$ cat src/rtl/mem_map_defines.svh
// Address map constants for the memory map decoder
`ifndef MEM_MAP_DEFINES_SVH
`define MEM_MAP_DEFINES_SVH

`define PAGE_W            7
`define PROG_W            23
`define PAGE_RESET        16'h0000
`define PAGE_REG_ADDR     16'h001e
`define MODE_REG_ADDR     16'h001c
`define OVERLAY_BIT       5
`define ROM_OFF_BIT       6
`define RAM_TO_DATA_BIT   3
`define LOW_RAM_LO        16'h0080
`define LOW_RAM_HI        16'h7fff
`define HIGH_RAM_LO       16'h8000
`define HIGH_RAM_HI       16'hffff
`define HIGH_RAM_PAGE     7'h01
`define ROM_PAGE          7'h00
`define ROM_LO            16'hc000
`define ROM_HI            16'hffff
`define TAB_LO            16'hc000
`define TAB_HI            16'hd4ff
`define BOOT_LO           16'hf800
`define BOOT_HI           16'hfbff
`define FACT_LO           16'hff00
`define FACT_HI           16'hff7f
`define VEC_LO            16'hff80
`define VEC_HI            16'hffff
`define BLK_OFF_W         13
`define START_ADDR        16'hff80

`endif

$ cat src/rtl/mem_map_pkg.sv
// Types shared by the memory map decoder files
package mem_map_pkg;
    typedef logic [15:0] word_t;
    typedef enum logic [2:0] {
        ROM_AREA_NONE    = 3'h0,
        ROM_AREA_TABLES  = 3'h1,
        ROM_AREA_BOOT    = 3'h2,
        ROM_AREA_FACTORY = 3'h3,
        ROM_AREA_VECTORS = 3'h4,
        ROM_AREA_OTHER   = 3'h5
    } rom_area_e;
endpackage

$ cat src/rtl/map_decode.sv
// Combinational address decode for data and program space
`timescale 1ns/1ps
`include "mem_map_defines.svh"
module map_decode
    import mem_map_pkg::*;
(
    input  wire logic [`PROG_W-1:0] prog_full,
    input  wire word_t              data_addr,
    input  wire logic               overlay_en,
    input  wire logic               ram_to_data,
    input  wire logic               rom_off,
    output logic      [7:0]         data_blk,
    output logic                    data_reg_hit,
    output logic      [7:0]         prog_blk,
    output logic                    prog_rom,
    output rom_area_e               rom_area
);
    function automatic logic in_range(word_t a, word_t lo, word_t hi);
        return (a >= lo) && (a <= hi);
    endfunction

    function automatic logic [7:0] blk_onehot(word_t a);
        return 8'h01 << a[15:`BLK_OFF_W];
    endfunction

    word_t                  pa;
    logic [`PAGE_W-1:0]     pg;

    assign pa = prog_full[15:0];
    assign pg = prog_full[`PROG_W-1:16];

    always_comb begin
        data_blk     = 8'h00;
        prog_blk     = 8'h00;
        prog_rom     = 1'b0;
        rom_area     = ROM_AREA_NONE;
        data_reg_hit = (data_addr == `PAGE_REG_ADDR) ||
                       (data_addr == `MODE_REG_ADDR);
        if (in_range(data_addr, `LOW_RAM_LO, `LOW_RAM_HI)) begin
            data_blk = blk_onehot(data_addr); // RULE13 RULE1 RULE11
        end else if (ram_to_data &&
                     in_range(data_addr, `HIGH_RAM_LO, `HIGH_RAM_HI)) begin
            data_blk = blk_onehot(data_addr); // RULE14
        end
        // ROM answers program space only, never data
        if (!rom_off && pg == `ROM_PAGE &&
            in_range(pa, `ROM_LO, `ROM_HI)) begin
            prog_rom = 1'b1; // RULE7 RULE18
            if (in_range(pa, `TAB_LO, `TAB_HI)) begin
                rom_area = ROM_AREA_TABLES; // RULE9
            end else if (in_range(pa, `BOOT_LO, `BOOT_HI)) begin
                rom_area = ROM_AREA_BOOT; // RULE9
            end else if (in_range(pa, `FACT_LO, `FACT_HI)) begin
                rom_area = ROM_AREA_FACTORY; // RULE10
            end else if (in_range(pa, `VEC_LO, `VEC_HI)) begin
                rom_area = ROM_AREA_VECTORS; // RULE9
            end else begin
                rom_area = ROM_AREA_OTHER;
            end
        end
        if (overlay_en && in_range(pa, `LOW_RAM_LO, `LOW_RAM_HI)) begin
            prog_blk = blk_onehot(pa); // RULE13 RULE2
        end else if (pg == `HIGH_RAM_PAGE &&
                     in_range(pa, `HIGH_RAM_LO, `HIGH_RAM_HI)) begin
            prog_blk = blk_onehot(pa); // RULE14 RULE2
        end
    end
endmodule

$ cat src/rtl/memory_map_decoder.sv
// Memory map decoder: data/program steering and page register
// Overview of operation
// (RULE1) Data space 64K words; outside RAM goes external
// (RULE2) Program hits in mapped cells served internally
// (RULE3) On-chip accesses need no wait states
// (RULE4) Program space extends to 8192K words
// (RULE5) 128 pages of 64K selected by page
// (RULE6) Page register at 001Eh, reset to zero
// (RULE7) 16K ROM decodes only in program space
// (RULE8) Pin low at reset starts at FF80h
// (RULE9) ROM holds tables, bootloader, vector table
// (RULE10) Custom ROM leaves FF00h-FF7Fh for factory test
// (RULE11) RAM is eight 8K-word blocks
// (RULE12) Block serves two reads or read plus write
// (RULE13) Blocks 0-3 in data; overlay adds program
// (RULE14) Blocks 4-7 in program; flag adds data
// (RULE15) ROM select pin sampled only at reset
// (RULE16) Overlay flag is mode bit 5, resets zero
// (RULE17) Page sits above 16-bit in-page address
// (RULE18) ROM off sends ROM range fetches external
`timescale 1ns/1ps
`include "mem_map_defines.svh"
module memory_map_decoder
    import mem_map_pkg::*;
(
    input  wire logic               ref_clk,
    input  wire logic               sys_rst,
    input  wire logic               rom_map_select_pin,
    input  wire word_t              data_addr,
    input  wire logic               data_rd,
    input  wire logic               data_wr,
    input  wire word_t              data_wdata,
    input  wire word_t              prog_addr,
    input  wire logic               prog_fetch,
    output logic      [7:0]         data_ram_sel,
    output logic                    data_ram_we,
    output logic      [`BLK_OFF_W-1:0] data_blk_off,
    output logic                    data_ext_req,
    output logic                    data_zero_wait,
    output word_t                   reg_rdata,
    output logic                    reg_rd_valid,
    output logic      [7:0]         prog_ram_sel,
    output logic                    prog_rom_sel,
    output rom_area_e               rom_area,
    output logic      [`BLK_OFF_W-1:0] prog_blk_off,
    output logic                    prog_ext_req,
    output logic                    prog_zero_wait,
    output logic      [`PROG_W-1:0] ext_prog_addr,
    output logic                    ram_overlay_enable,
    output logic                    program_ram_to_data_enable,
    output logic                    rom_map_select,
    output logic                    boot_from_rom,
    output word_t                   start_fetch_addr
);
    word_t                  program_page_select;
    word_t                  next_page;
    logic                   next_overlay;
    logic                   next_ram_to_data;
    logic                   next_rom_off;
    logic                   next_boot;
    word_t                  next_start;
    logic [`PROG_W-1:0]     prog_full;
    logic [7:0]             dec_data_blk;
    logic                   dec_reg_hit;
    logic [7:0]             dec_prog_blk;
    logic                   dec_prog_rom;
    rom_area_e              dec_rom_area;
    word_t                  mode_word;

    // Page widens the 16-bit in-page address to 23 lines
    assign prog_full = {program_page_select[`PAGE_W-1:0],
                        prog_addr}; // RULE17 RULE4 RULE5

    map_decode u_decode (
        .prog_full    (prog_full),
        .data_addr    (data_addr),
        .overlay_en   (ram_overlay_enable),
        .ram_to_data  (program_ram_to_data_enable),
        .rom_off      (rom_map_select),
        .data_blk     (dec_data_blk),
        .data_reg_hit (dec_reg_hit),
        .prog_blk     (dec_prog_blk),
        .prog_rom     (dec_prog_rom),
        .rom_area     (dec_rom_area)
    );

    always_comb begin
        mode_word                   = 16'h0000;
        mode_word[`OVERLAY_BIT]     = ram_overlay_enable;
        mode_word[`ROM_OFF_BIT]     = rom_map_select;
        mode_word[`RAM_TO_DATA_BIT] = program_ram_to_data_enable;
    end

    // Control registers
    always_comb begin
        next_page        = program_page_select;
        next_overlay     = ram_overlay_enable;
        next_ram_to_data = program_ram_to_data_enable;
        next_rom_off     = rom_map_select;
        next_boot        = boot_from_rom;
        next_start       = start_fetch_addr;
        if (sys_rst) begin
            next_page        = `PAGE_RESET; // RULE6
            next_overlay     = 1'b0; // RULE16
            next_ram_to_data = 1'b0;
            // Pin is caught only while reset is held
            next_rom_off     = rom_map_select_pin; // RULE15
            next_boot        = ~rom_map_select_pin; // RULE8
            next_start       = `START_ADDR; // RULE8
        end else if (data_wr && data_addr == `PAGE_REG_ADDR) begin
            next_page = data_wdata; // RULE6
        end else if (data_wr && data_addr == `MODE_REG_ADDR) begin
            next_overlay     = data_wdata[`OVERLAY_BIT]; // RULE16
            next_rom_off     = data_wdata[`ROM_OFF_BIT]; // RULE15
            next_ram_to_data = data_wdata[`RAM_TO_DATA_BIT]; // RULE14
        end
    end

    always_ff @(posedge ref_clk) begin
        program_page_select        <= next_page;
        ram_overlay_enable         <= next_overlay;
        program_ram_to_data_enable <= next_ram_to_data;
        rom_map_select             <= next_rom_off;
        boot_from_rom              <= next_boot;
        start_fetch_addr           <= next_start;
    end

    // Registered decode outputs
    logic [7:0]             next_d_sel;
    logic                   next_d_we;
    logic                   next_d_ext;
    logic                   next_d_zw;
    word_t                  next_rdata;
    logic                   next_rvalid;
    logic [7:0]             next_p_sel;
    logic                   next_p_rom;
    rom_area_e              next_area;
    logic                   next_p_ext;
    logic                   next_p_zw;
    logic [`PROG_W-1:0]     next_ext_addr;

    always_comb begin
        next_d_sel    = 8'h00;
        next_d_we     = 1'b0;
        next_d_ext    = 1'b0;
        next_d_zw     = 1'b0;
        next_rdata    = reg_rdata;
        next_rvalid   = 1'b0;
        next_p_sel    = 8'h00;
        next_p_rom    = 1'b0;
        next_area     = ROM_AREA_NONE;
        next_p_ext    = 1'b0;
        next_p_zw     = 1'b0;
        next_ext_addr = ext_prog_addr;
        if (sys_rst) begin
            next_rdata    = 16'h0000;
            next_ext_addr = '0;
        end else begin
            if (data_rd || data_wr) begin
                if (dec_reg_hit) begin
                    next_d_zw   = 1'b1;
                    next_rvalid = data_rd;
                    next_rdata  = (data_addr == `PAGE_REG_ADDR) ?
                                  program_page_select : mode_word;
                end else if (dec_data_blk != 8'h00) begin
                    // Data port may share a block with a fetch
                    next_d_sel = dec_data_blk; // RULE12 RULE1
                    next_d_we  = data_wr; // RULE12
                    next_d_zw  = 1'b1; // RULE3
                end else begin
                    next_d_ext = 1'b1; // RULE1
                end
            end
            if (prog_fetch) begin
                next_ext_addr = prog_full; // RULE17 RULE4
                if (dec_prog_rom) begin
                    next_p_rom = 1'b1; // RULE7 RULE8
                    next_area  = dec_rom_area; // RULE9
                    next_p_zw  = 1'b1; // RULE3
                end else if (dec_prog_blk != 8'h00) begin
                    next_p_sel = dec_prog_blk; // RULE2 RULE12
                    next_p_zw  = 1'b1; // RULE3
                end else begin
                    next_p_ext = 1'b1; // RULE2 RULE18
                end
            end
        end
    end

    always_ff @(posedge ref_clk) begin
        data_ram_sel   <= next_d_sel;
        data_ram_we    <= next_d_we;
        data_blk_off   <= data_addr[`BLK_OFF_W-1:0];
        data_ext_req   <= next_d_ext;
        data_zero_wait <= next_d_zw;
        reg_rdata      <= next_rdata;
        reg_rd_valid   <= next_rvalid;
        prog_ram_sel   <= next_p_sel;
        prog_rom_sel   <= next_p_rom;
        rom_area       <= next_area;
        prog_blk_off   <= prog_addr[`BLK_OFF_W-1:0];
        prog_ext_req   <= next_p_ext;
        prog_zero_wait <= next_p_zw;
        ext_prog_addr  <= next_ext_addr;
    end
endmodule

$ cat config.mk
export PLATFORM = sky130hd
export DESIGN_NAME = memory_map_decoder
export DESIGN_NICKNAME = d
export VERILOG_FILES = /design/src/rtl/mem_map_pkg.sv /design/src/rtl/map_decode.sv /design/src/rtl/memory_map_decoder.sv
export VERILOG_INCLUDE_DIRS = /design/src /design/src/rtl
export SDC_FILE = /design/constraint.sdc
export NUM_CORES = 1
export LEC_CHECK = 0
export BUFFER_PORTS_ARGS = -buffer_cell sky130_fd_sc_hd__buf_4
export CORE_MARGIN = 1.5
export CORE_UTILIZATION = 47
export DETAILED_ROUTE_END_ITERATION = 8
export MAX_ROUTING_LAYER = met4
export PLACE_DENSITY = 0.86
export SKIP_LAST_GASP = 1
export SYNTH_ARGS = -nofsm -noshare
export SYNTH_HDL_FRONTEND = slang
export SYNTH_SLANG_ARGS = --single-unit
$ cat constraint.sdc
create_clock -name ref_clk -period 2.15 [get_ports ref_clk]
set_input_delay 0.1075 -clock ref_clk [delete_from_list [all_inputs] [get_ports ref_clk]]
set_output_delay 0.1075 -clock ref_clk [all_outputs]
set_load 0.05 [all_outputs]
## After elaboration in Yosys (flattened, before gate mapping)

Cells that the tools add are included.

- Add/subtract/negate cells: 0
- Multipliers: 0
- Divide/modulo/power cells: 0
- $lt $le $gt $ge: 15
- Equal/unequal tests: 4
- Shift-type cells: 2
- Multiplexer cells: 20
- Bitwise operators: 9
- Reductions and logical operators: 36

Operators with widths:

| operator | count |
|---|---|
| $ge A16 B16 Y1 const B | 6 |
| $le A16 B16 Y1 const B | 5 |
| $eq A16 B5 Y1 const B | 2 |
| $ge A16 B8 Y1 const B | 2 |
| $le A16 B15 Y1 const B | 2 |
| $mux W8 | 4 |
| $logic_and A1 B1 Y1 | 16 |
| $mux W16 | 1 |
| $reduce_bool A8 Y1 | 2 |
| $shl A1 B3 Y8 const A | 2 |
| $mux W1 | 13 |
| $reduce_or A4 Y1 | 3 |
| $not A1 Y1 | 9 |
| $reduce_or A3 Y1 | 3 |
| $eq A7 B1 Y1 const B | 1 |
| $logic_not A7 Y1 | 1 |
| $reduce_or A7 Y1 | 1 |
| $reduce_and A2 Y1 | 3 |
| $reduce_or A5 Y1 | 1 |
| $mux W2 | 2 |
| $reduce_or A2 Y1 | 2 |
| $logic_or A1 B1 Y1 | 2 |
| $ne A2 B2 Y1 const B | 1 |
| $reduce_bool A2 Y1 | 1 |
| $logic_not A1 Y1 | 1 |

- Bits in registers: 111
- Bits in latches: 0
- Bits in writable memories: 0
- Memory bits (read-only): 0
- Input bits: 54
- Output and inout port bits: 111
- Logic and storage cells: 107
- Memories: 0

## Longest topological paths before layout

Gate-level depths: netlist (run 1).

- Depth after elaboration: 8
- Gate-level depth with buffers: 6
- Depth with buffers taken out: 4

## Hierarchy

From an unflattened synthesis (run 1), not the netlist that was laid out.

- Cell total of the unflattened synthesis: 403
- Area total of the unflattened synthesis: 3972.6 µm²

Modules (own cells, without submodules):

| module | times used | cells each | area each (µm²) | sequential area each (µm²) |
|---|---|---|---|---|
| memory_map_decoder | 1 | 352 | 3672.3 | 2242.2 |
| map_decode | 1 | 51 | 300.3 | 0.0 |

## Least setup slack after synthesis (run 1)

OpenSTA, ideal clock, no wires.

- Path kind: flip-flop to flip-flop
- Start: register rom_map_select
- End: register rom_area[2]
- Setup time: 0.092 ns
- Data arrival time: 1.816 ns
- Data required time: 2.058 ns
- Setup slack: 0.242 ns
- Cell stages (with the launch flop): 4
- Buffers on the path: 0
- Clock period less this slack: 1.908 ns
- Cells stage by stage: edfxtp_1 -> or4bb_1 -> or4_4 -> nor4_1

- Word-level cells in the longest chain between the ends: 6

Ends and longest elaborated chain:

| item | line | text |
|---|---|---|
| start, declared | memory_map_decoder.sv:51 | `output logic rom_map_select,` |
| start signal, assigned | memory_map_decoder.sv:123 | `rom_map_select <= next_rom_off;` |
| $logic_not A1 Y1 (*) | map_decode.sv:46 | `` if (!rom_off && pg == `ROM_PAGE && `` |
| $logic_and A1 B1 Y1 (no line) (*) | -- |  |
| $logic_and A1 B1 Y1 (*) | map_decode.sv:46 |  |
| $mux W1 | map_decode.sv:46 |  |
| $not A1 Y1 (no line) | -- |  |
| $reduce_or A7 Y1 (no line) (*) | -- |  |
| end signal, assigned | memory_map_decoder.sv:200 | `rom_area <= next_area;` |
| end, declared | memory_map_decoder.sv:44 | `output rom_area_e rom_area,` |

Mark *: on every way between the ends. The rest lies on a longest branch, timed or not.
A chain may end at the register's enable or synchronous reset.

## Final worst setup path (run 1)

- Start: input port data_addr[9]
- End: register program_page_select[7]

- Word-level cells in the longest chain between the ends: 2

Ends and longest elaborated chain:

| item | line | text |
|---|---|---|
| start, declared | memory_map_decoder.sv:29 | `input wire word_t data_addr,` |
| $eq A16 B5 Y1 (no line) | -- |  |
| $logic_and A1 B1 Y1 (no line) | -- |  |
| end signal, assigned | memory_map_decoder.sv:120 | `program_page_select <= next_page;` |
| end, declared | memory_map_decoder.sv:55 | `word_t program_page_select;` |

No other way between the ends.

==> results.toml, run 1 <==
[status]
status = "complete, no violations"

[timing]
fmax_mhz = 480
report.final.slew_viol_count = 0
min_period_over_period_pct = 96.9
fin_tns_setup_ps = 0
timing.slew.headroom_pct = 61.4
tightest_slew_ps = 574
final.setup_skew_ps = 13.3
setup_viol = 0
hold_violations = 0
final.min_clock_period_ps = 2080
worst_slack_ps = 66.9
rsz0062_at_grt = "no"

[yosys]
avgSynthCellArea_sq_um = 10.6
ys_seq_area_share_pct = 59.8
async_flop_share_pct = 0
ys.flop_type = "dfxtp_1"
syn_area_sq_um = 3750
ys_warn_count = 0
yosysUniqueCellTypes = 42
synth_area_leader_cell = "dfxtp_1"
synth_edf_count = 2
syn_inst = 355
ys_ff_latch = 111
synth.top_cells.by_area = "dfxtp_1 58%, mux2i_1 6.1%, nor2_1 3.7%"
yosysTopAreaCellShare_pct = 58.2

[power]
peakVddDrop_v = 0.000427
power_density_nw_per_um2 = 722
p_leak_uw = 0.00247

[critical_path]
cpPeakStageDelay_ps = 570
start_kind = "input pin"
cp_top_family = "simple AND/OR/NAND/NOR gates"
path_cells = "dlygate4sd3_1, buf_4, or4_4, or4_1, buf_6, o21ai_0, a21oi_1"
critPathSlowestCell = "or4_4"
critPathBufInv = 3
criticalPathCategory = "in2reg"
cp_max_fo = 21
cp.arrival_ps = 2340
r2r_cells = 4
worstPathRequired_ps = 2410
cp-end-kind = "flip-flop"
crit_cells = 7

[flow_run]
drv_cap = 0

[clock_network]
clk_path_buf_depth = 2
htree_num_levels = 3
cts_buffers = 9
clockRootBuffer = "clkbuf_8"
cts.sinks = 111
clock_latency_ps = 370
cts_tree = "built"
path_clk_slew_ps = 100

[worst_hold_path]
hp-class = "in2reg"
min_path_cells = 3

[route]
viasPerCell = 5.07
wl_microns = 9780
vias = 3283
drc_errors = 0
drtIter0Drc = 119
drtAntennaViolNets = 0
post_drt_wl_per_cell_microns = 15.1
drt-pass1-iter-count = 4

[layout]
seqCellArea_sq_um = 2240
area_delta_synth_final_pct = 47.0
antennaDiodeCount = 0
num-nets-final = 594
final_cell_mix = "154 x buf_4, 109 x dfxtp_1, 40 x dlygate4sd3_1"
final_common_cell = "buf_4"
nFillCells = 545
drive_above_1_share_pct = 33.9
multi_input_area_sq_um = 1360

[grt]
grt_util_met3_pct = 5.67
grt_util_met2_pct = 40.8
antenna_found_initial = 0
busiest_layer = "met2"
grt_use_total_pct = 23.9
gr-total-overflow = 0
grt_util_met1_pct = 27.6
grt_max_degree = 29
grt_pass1_wl_microns = 15400
grt_pass1_vias = 3218

[die]
fp.dieW_microns = 92.3
die_area_sq_um = 8520
coreArea_sq_um = 7730
fp-row-count = 32
die_y_microns = 92.3
io_pins = 165
initial_core_util_pct = 48.5

[placed_design]
portBuffers = 148
gp_congestion = 0.759
pre_cts_slack_ps = 144
dp_hpwl_microns = 6590
[cell usage after synthesis (2+ instances only)]
library cell and count:
o21ai_1 21, mux2_2 4, inv_1 2, nor3b_1 2, or4_4 2, buf_4 16
or4_1 2, dfxtp_1 109, edfxtp_1 2, nor2b_1 2, o21ai_0 2, nor2_1 37
a21oi_1 26, a22o_1 13, nand2_1 6, conb_1 2, nor3_1 3, or3_1 2
clkbuf_1 8, nand2b_1 8, nand3_1 24, or4bb_1 2, mux2i_1 23, buf_2 6
nor4_1 10, buf_1 5
[kinds of logic (layout without fill, tap and decap cells)]
kind of cell           count (synthesis)  after routing  synth area share [%]
flip-flops                           111            111                  59.8
buffers and inverters                 38            214                  5.81
other                                  2             16                 0.200
AND/OR/NAND/NOR                      110            110                  16.2
AO/OA/AOI/OAI                         67             67                  10.7
multiplexers                          27             27                  7.34
[registers in the layout, indices dropped and copies added, names as in the netlist, 3 cells and up]
name and cells:
data_ram_sel 8, prog_blk_off 13, ext_prog_addr 23, prog_ram_sel 8, rom_area 3, data_blk_off 13, program_page_select 16, reg_rdata 16
[power by group]
group | internal, uW | leakage (uW) | switching, uW | total, uW
logic | 221 | 0.00146 | 403 | 624
clock network | 483 | 0.0000977 | 737 | 1220
registers | 2120 | 0.000912 | 21.4 | 2140
total | 2820 | 0.00247 | 1160 | 3980
[stage by stage]
stage	total power (uW)	utilization, %	cell area (sq um)	std cells	hold WS [ps]
floorplan	2560	-	3800	369	135
global placement	2740	63.1	4880	589	218
detailed placement	2740	63.1	4880	589	221
CTS	3990	70.7	5460	644	0.0713
global route	4140	71.3	5510	647	1.99
finish	3980	71.3	5510	647	3.78
[cell type report]
type	instances	share of cell area, %
clock buffers	10	2.50
clock inverters	6	1.02
inverters	2	0.136
multi-input cells	220	24.7
flip-flops and latches	111	40.7
well taps	102	2.32
repair buffers	196	28.6
[worst min-delay path, delay by kind of cell]
family / cells / cell delay (ps)
buf+inv: 1 / 110
simple gates: 1 / 60
compound gates: 1 / 60
[repair_timing]
item / in CTS / in global routing
setup buffers: 0 / 2
gates resized for setup: 0 / 5
setup endpoints to repair: 0 / 35
endpoints found under the hold margin: 44 / 1
hold buffers: 39 / 1
[worst paths after layout]
check	from	to	slack [ps]
worst max-delay path	data_addr[9]	program_page_select[7]$_SDFFE_PP0P_	70
worst min-delay path	data_wdata[7]	program_page_select[7]$_SDFFE_PP0P_	4
worst max register to register	program_page_select[5]$_SDFFE_PP0P_	prog_ram_sel[7]$_SDFF_PP0_	200
worst min register to register	program_page_select[15]$_SDFFE_PP0P_	reg_rdata[15]$_SDFFE_PP0P_	480
[metal layers]
layer,vias up,part of all wire (%)
met4,0,1.2
met5,-,0
li1,1581,-
met3,10,6.6
met1,1539,41
met2,153,51
Power figures use the tool's default switching activity.
==> run 2: changes to the inputs <==
--- a/config.mk
+++ b/config.mk
@@ -8,10 +8,10 @@
 export LEC_CHECK = 0
 export BUFFER_PORTS_ARGS = -buffer_cell sky130_fd_sc_hd__buf_4
 export CORE_MARGIN = 1.5
-export CORE_UTILIZATION = 47
+export CORE_UTILIZATION = 50
 export DETAILED_ROUTE_END_ITERATION = 8
 export MAX_ROUTING_LAYER = met4
-export PLACE_DENSITY = 0.86
+export PLACE_DENSITY = 0.91
 export SKIP_LAST_GASP = 1
 export SYNTH_ARGS = -nofsm -noshare
 export SYNTH_HDL_FRONTEND = slang
==> constraint.sdc (replaced) <==
create_clock -name ref_clk -period 2.58 [get_ports ref_clk]
set_input_delay 0.129 -clock ref_clk [delete_from_list [all_inputs] [get_ports ref_clk]]
set_output_delay 0.129 -clock ref_clk [all_outputs]
set_load 0.05 [all_outputs]
==> run 2 against run 1 <==
Sequential power shrank 17%. Critical endpoint is now prog_ram_sel[0]$_SDFF_PP0_. Non-clock buffer count shrank 15. Critical path depth shrank 2. Routed wire length grew 4.3%. Register-to-register slack lost 80 ps. Global-route usage grew 2.6 points. Worst setup slack gained 50 ps.
==> results.toml, run 2 (same netlist as run 1, synthesis figures left out) <==
[status]
status = "complete, no violations"

[grt]
gr-total-overflow = 0
grt_use_total_pct = 26.5
grt_pass1_vias = 3203
antenna_found_initial = 1
grt_max_degree = 52
grt_pass1_wl_microns = 15400

[placed_design]
gp_congestion = 0.847
dp_hpwl_microns = 6430
portBuffers = 148

[flow_run]
drv_cap = 0

[power]
combinationalPowerShare_pct = 15.0
p_sw_share_pct = 28.5
p_clk_share_pct = 32.5
p_leak_uw = 0.00240
p_int_uw = 2430
switching_power_uw = 966
power_density_nw_per_um2 = 632
peakVddDrop_v = 0.000366
power_frac_seq_pct = 52.5

[layout]
area_delta_synth_final_pct = 43.3
final_cell_mix = "149 x buf_4, 109 x dfxtp_1, 37 x nor2_1"
drive_above_1_share_pct = 33.4
final_common_cell = "buf_4"
largestRegisters = "ext_prog_addr x23, program_page_select x16, reg_rdata x16"
largest_register_ff_count = 23
num-nets-final = 579
largest-register = "ext_prog_addr"

[critical_path]
cp_max_fo = 4
criticalPathCategory = "reg2reg"
worstPathRequired_ps = 2890
start_kind = "flip-flop"
r2r_cells = 5
cp-end-kind = "flip-flop"
cp.arrival_ps = 2770

[clock_network]
clockRootBuffer = "clkbuf_8"
htree_num_levels = 3
path_clk_slew_ps = 100
clock_latency_ps = 360
post_cts_buffers = 0
cts_tree = "built"
cts.sinks = 111
clk_path_buf_depth = 2
cts_buffers = 9

[timing]
hold_violations = 0
setup_viol = 0
rsz0062_at_grt = "no"
fin_hold_ws_ps = 23.8
fmax_mhz = 406
fin_tns_setup_ps = 0
timing.slew.headroom_pct = 46.7
final.min_clock_period_ps = 2460
min_period_over_period_pct = 95.5
report.final.slew_viol_count = 0
tightest_slew_ps = 793
final.setup_skew_ps = 9.27

[route]
viasPerCell = 5.24
post_drt_wl_per_cell_microns = 16.2
drt-pass1-iter-count = 5
wl_microns = 10200
drtIter0Drc = 165
vias = 3300
drc_errors = 0
drtAntennaViolNets = 0

[die]
die_y_microns = 89.6
coreArea_sq_um = 7250
fp-row-count = 31
die_area_sq_um = 8030
io_pins = 165
initial_core_util_pct = 51.7
fp.dieW_microns = 89.6

[worst_hold_path]
min_path_cells = 3
hp-class = "in2reg"
-- run 2: final cells by class --
cell class              instances  area, sq um
diodes                          1         2.50
clock buffers                  10          138
clock inverters                 6         77.6
fillers                       473         1880
inverters                       2         7.51
multi-input cells             220         1340
flip-flops and latches        111         2240
well taps                      99          124
repair buffers                181         1440
-- run 2: per-layer routing --
metal	GRT usage, %	vias to the layer above	share of wire, %
met4	12.2	0	2.4
li1	-	1561	-
met5	-	-	0
met2	45.7	160	52
met1	29.2	1556	39
met3	5.67	23	6.7
-- run 2: path summary, 6_finish.rpt --
path	startpoint	to	slack, ps
max	program_page_select[5]$_SDFFE_PP0P_	prog_ram_sel[0]$_SDFF_PP0_	120
min	data_wdata[11]	program_page_select[11]$_SDFFE_PP0P_	20
max reg2reg	program_page_select[5]$_SDFFE_PP0P_	prog_ram_sel[0]$_SDFF_PP0_	120
min reg2reg	program_page_select[14]$_SDFFE_PP0P_	reg_rdata[14]$_SDFFE_PP0P_	470
-- run 2: power groups by stage --
stage / sequential (uW) / combinational (uW) / clock, uW
floorplan: 1980 / 156 / 0
global placement: 1820 / 457 / 0
detailed placement: 1820 / 463 / 0
CTS: 1780 / 501 / 1100
global route: 1790 / 534 / 1190
finish: 1780 / 509 / 1100
-- run 2: worst max-delay path: stages (launching register included) --
cell,delay [ps]
dfxtp_1,350
or4_1,600
nor4_2,410
o21bai_1,220
nor4_1,240
dlygate4sd3_1,600
-- run 2: stage by stage --
| step | util [%] | cells | power [uW] | instance area (sq um) | setup WS (ps) |
|---|---|---|---|---|---|
| final | 74.1 | 630 | 3390 | 5370 | 116 |
| after global routing | 74.1 | 630 | 3510 | 5370 | 41.9 |
| after CTS | 74.0 | 629 | 3380 | 5370 | 200 |
| after detailed placement | 66.7 | 581 | 2280 | 4830 | 386 |
| after global placement | 66.7 | 581 | 2270 | 4830 | 413 |
| after floorplan | - | 369 | 2130 | 3800 | 672 |
-- run 2: timing repair --
item                                    in CTS  in global routing
endpoints found under the setup margin       0                  0
gates resized for setup                      0                  0
hold buffers                                32                  0
hold endpoints to repair                    32                  0
==> run 3: changes to the inputs <==
--- a/config.mk
+++ b/config.mk
@@ -7,11 +7,10 @@
 export NUM_CORES = 1
 export LEC_CHECK = 0
 export BUFFER_PORTS_ARGS = -buffer_cell sky130_fd_sc_hd__buf_4
-export CORE_MARGIN = 1.5
-export CORE_UTILIZATION = 50
+export CORE_UTILIZATION = 47
 export DETAILED_ROUTE_END_ITERATION = 8
 export MAX_ROUTING_LAYER = met4
-export PLACE_DENSITY = 0.91
+export PLACE_DENSITY = 0.79
 export SKIP_LAST_GASP = 1
 export SYNTH_ARGS = -nofsm -noshare
 export SYNTH_HDL_FRONTEND = slang
==> constraint.sdc (replaced) <==
create_clock -name ref_clk -period 2.7 [get_ports ref_clk]
set_input_delay 0.135 -clock ref_clk [delete_from_list [all_inputs] [get_ports ref_clk]]
set_output_delay 0.135 -clock ref_clk [all_outputs]
set_load 0.05 [all_outputs]
==> run 3 against run 2 <==
Sequential power down 4%. Worst hold slack about the same. Cell count up 0.32%. Critical path depth up 1. Global-route usage down 3.5 points. Clock-buffer cell count down 1. Register-to-register slack better by 230 ps.
==> results.toml, run 3 (same netlist as run 1, synthesis figures left out) <==
[route]
vias = 3168
drtIter0Drc = 122
drt-pass1-iter-count = 4
post_drt_wl_per_cell_microns = 14.4
viasPerCell = 5.01
wl_microns = 9090
drtAntennaViolNets = 0
drc_errors = 0

[critical_path]
critPathSlowestCell = "or4_1"
worstPathRequired_ps = 2930
cp.arrival_ps = 2630
cp-end-kind = "flip-flop"
cp_top_family = "simple AND/OR/NAND/NOR gates"
start_kind = "input pin"
r2r_slack_ps = 350
criticalPathCategory = "in2reg"
path_cells = "dlygate4sd3_1, buf_4, or4_4, or4_1, o21ai_1, a21oi_1"
endpoint = "program_page_select[8]$_SDFFE_PP0P_"
cp_max_fo = 21
startpoint = "data_addr[9]"
crit_cells = 6
timing.rr.start = "program_page_select[5]$_SDFFE_PP0P_"
r2r_cells = 5
critPathBufInv = 2
timing.rr.end = "prog_ram_sel[0]$_SDFF_PP0_"
cpPeakStageDelay_ps = 890

[timing]
report.final.slew_viol_count = 0
timing.slew.headroom_pct = 54.5
final.setup_skew_ps = 11.0
rsz0062_at_grt = "no"
fin_hold_ws_ps = 24.1
fmax_mhz = 417
fin_tns_setup_ps = 0
min_period_over_period_pct = 88.7
hold_violations = 0
setup_viol = 0
final.min_clock_period_ps = 2400
tightest_slew_ps = 682

[die]
die_area_sq_um = 8340
initial_core_util_pct = 48.5
die_y_microns = 91.3
fp-row-count = 32
fp.dieW_microns = 91.3
coreArea_sq_um = 7730
io_pins = 165

[clock_network]
post_cts_buffers = 0
cts_buffers = 9
clock_latency_ps = 360
cts_tree = "built"
path_clk_slew_ps = 100
cts.sinks = 111
clockRootBuffer = "clkbuf_8"
postCtsResizedCells = 0
htree_num_levels = 3
clk_path_buf_depth = 2
ctsHoldBuffers = 31

[layout]
num-nets-final = 579
nFillCells = 595
largest_register_ff_count = 23
finish.utilization_pct = 69.4
final_cell_mix = "149 x buf_4, 109 x dfxtp_1, 37 x nor2_1"
area_delta_synth_final_pct = 42.9
largest-register = "ext_prog_addr"
largestRegisters = "ext_prog_addr x23, program_page_select x16, reg_rdata x16"
final_cells = 632
drive_above_1_share_pct = 33.4
antennaDiodeCount = 0
final_common_cell = "buf_4"

[power]
p_sw_share_pct = 28.0
combinationalPowerShare_pct = 15.1
p_leak_uw = 0.00240
p_total_uw = 3180
peakVddDrop_v = 0.000345
p_clk_share_pct = 31.4
power_frac_seq_pct = 53.6
p_int_uw = 2290
switching_power_uw = 888
power_density_nw_per_um2 = 593

[placed_design]
portBuffers = 148
dp.cells = 584
gp_congestion = 0.796
dp_hpwl_microns = 6090

[grt]
grt_pass1_vias = 3033
grt_max_degree = 52
grt_use_total_pct = 22.9
grt_pass1_wl_microns = 14600
gr-total-overflow = 0
antenna_found_initial = 0

[status]
status = "complete, no violations"

[worst_hold_path]
hp-class = "in2reg"

[flow_run]
drv_cap = 0
run 3: cell count changes in the layout (fill, tap and decap cells not counted):
cell | before | now
clkinv_4 | 2 | 1
diode_2 | 1 | 0
inv_6 | 0 | 3
clkinv_2 | 0 | 1
inv_8 | 2 | 0
clkbuf_8 | 10 | 9
run 3: power by group through the flow:
stage / Combinational [uW] / Clock [uW] / Sequential [uW]
2_1_floorplan: 149 / 0 / 1890
3_3_place_gp: 437 / 0 / 1740
3_5_place_dp: 442 / 0 / 1740
4_1_cts: 477 / 1020 / 1700
5_1_grt: 502 / 1100 / 1710
6_report: 479 / 997 / 1700
run 3: worst min-delay path by stage:
stage / startpoint / endpoint / slack (ps) / cells after the start
2_1_floorplan: data_addr[0] / data_blk_off[0]$_DFF_P_ / 160 / 0
3_3_place_gp: data_addr[6] / data_blk_off[6]$_DFF_P_ / 250 / 1
3_5_place_dp: data_addr[0] / data_blk_off[0]$_DFF_P_ / 250 / 1
4_1_cts: rom_map_select_pin / boot_from_rom$_DFFE_PP_ / 0.9 / 2
5_1_grt: prog_addr[15] / prog_ram_sel[1]$_SDFF_PP0_ / 10 / 2
6_report: data_wdata[9] / program_page_select[9]$_SDFFE_PP0P_ / 20 / 3
run 3: final cells by class:
class / count / area (sq um) / share of cell area, %
clock buffer: 9 / 124 / 2.31
inverter: 2 / 7.51 / 0.140
clock inverter: 7 / 77.6 / 1.45
tap: 102 / 128 / 2.38
timing repair buffer: 181 / 1440 / 26.8
sequential: 111 / 2240 / 41.8
multi-input combinational: 220 / 1340 / 25.0
run 3: worst reg2reg max path, stage by stage, from the launching register on:
cell and delay, ps:
dfxtp_1 340, or4_1 600, nor4_2 390, o21bai_1 220, nor4_1 190, dlygate4sd3_1 570
run 3: metrics by stage:
step / setup slack, ps / cell area, sq um
after global routing: 232 / 5360
after detailed placement: 497 / 4840
after CTS: 336 / 5350
after global placement: 518 / 4840
after floorplan: 792 / 3800
final: 305 / 5360
run 3: metal layers:
layer,global-route usage (%),part of all wire (%),vias up
met5,-,0,-
li1,-,-,1561
met3,5.95,6.6,7
met4,5.42,0.63,0
met1,27.4,43,1473
met2,38.8,50,127
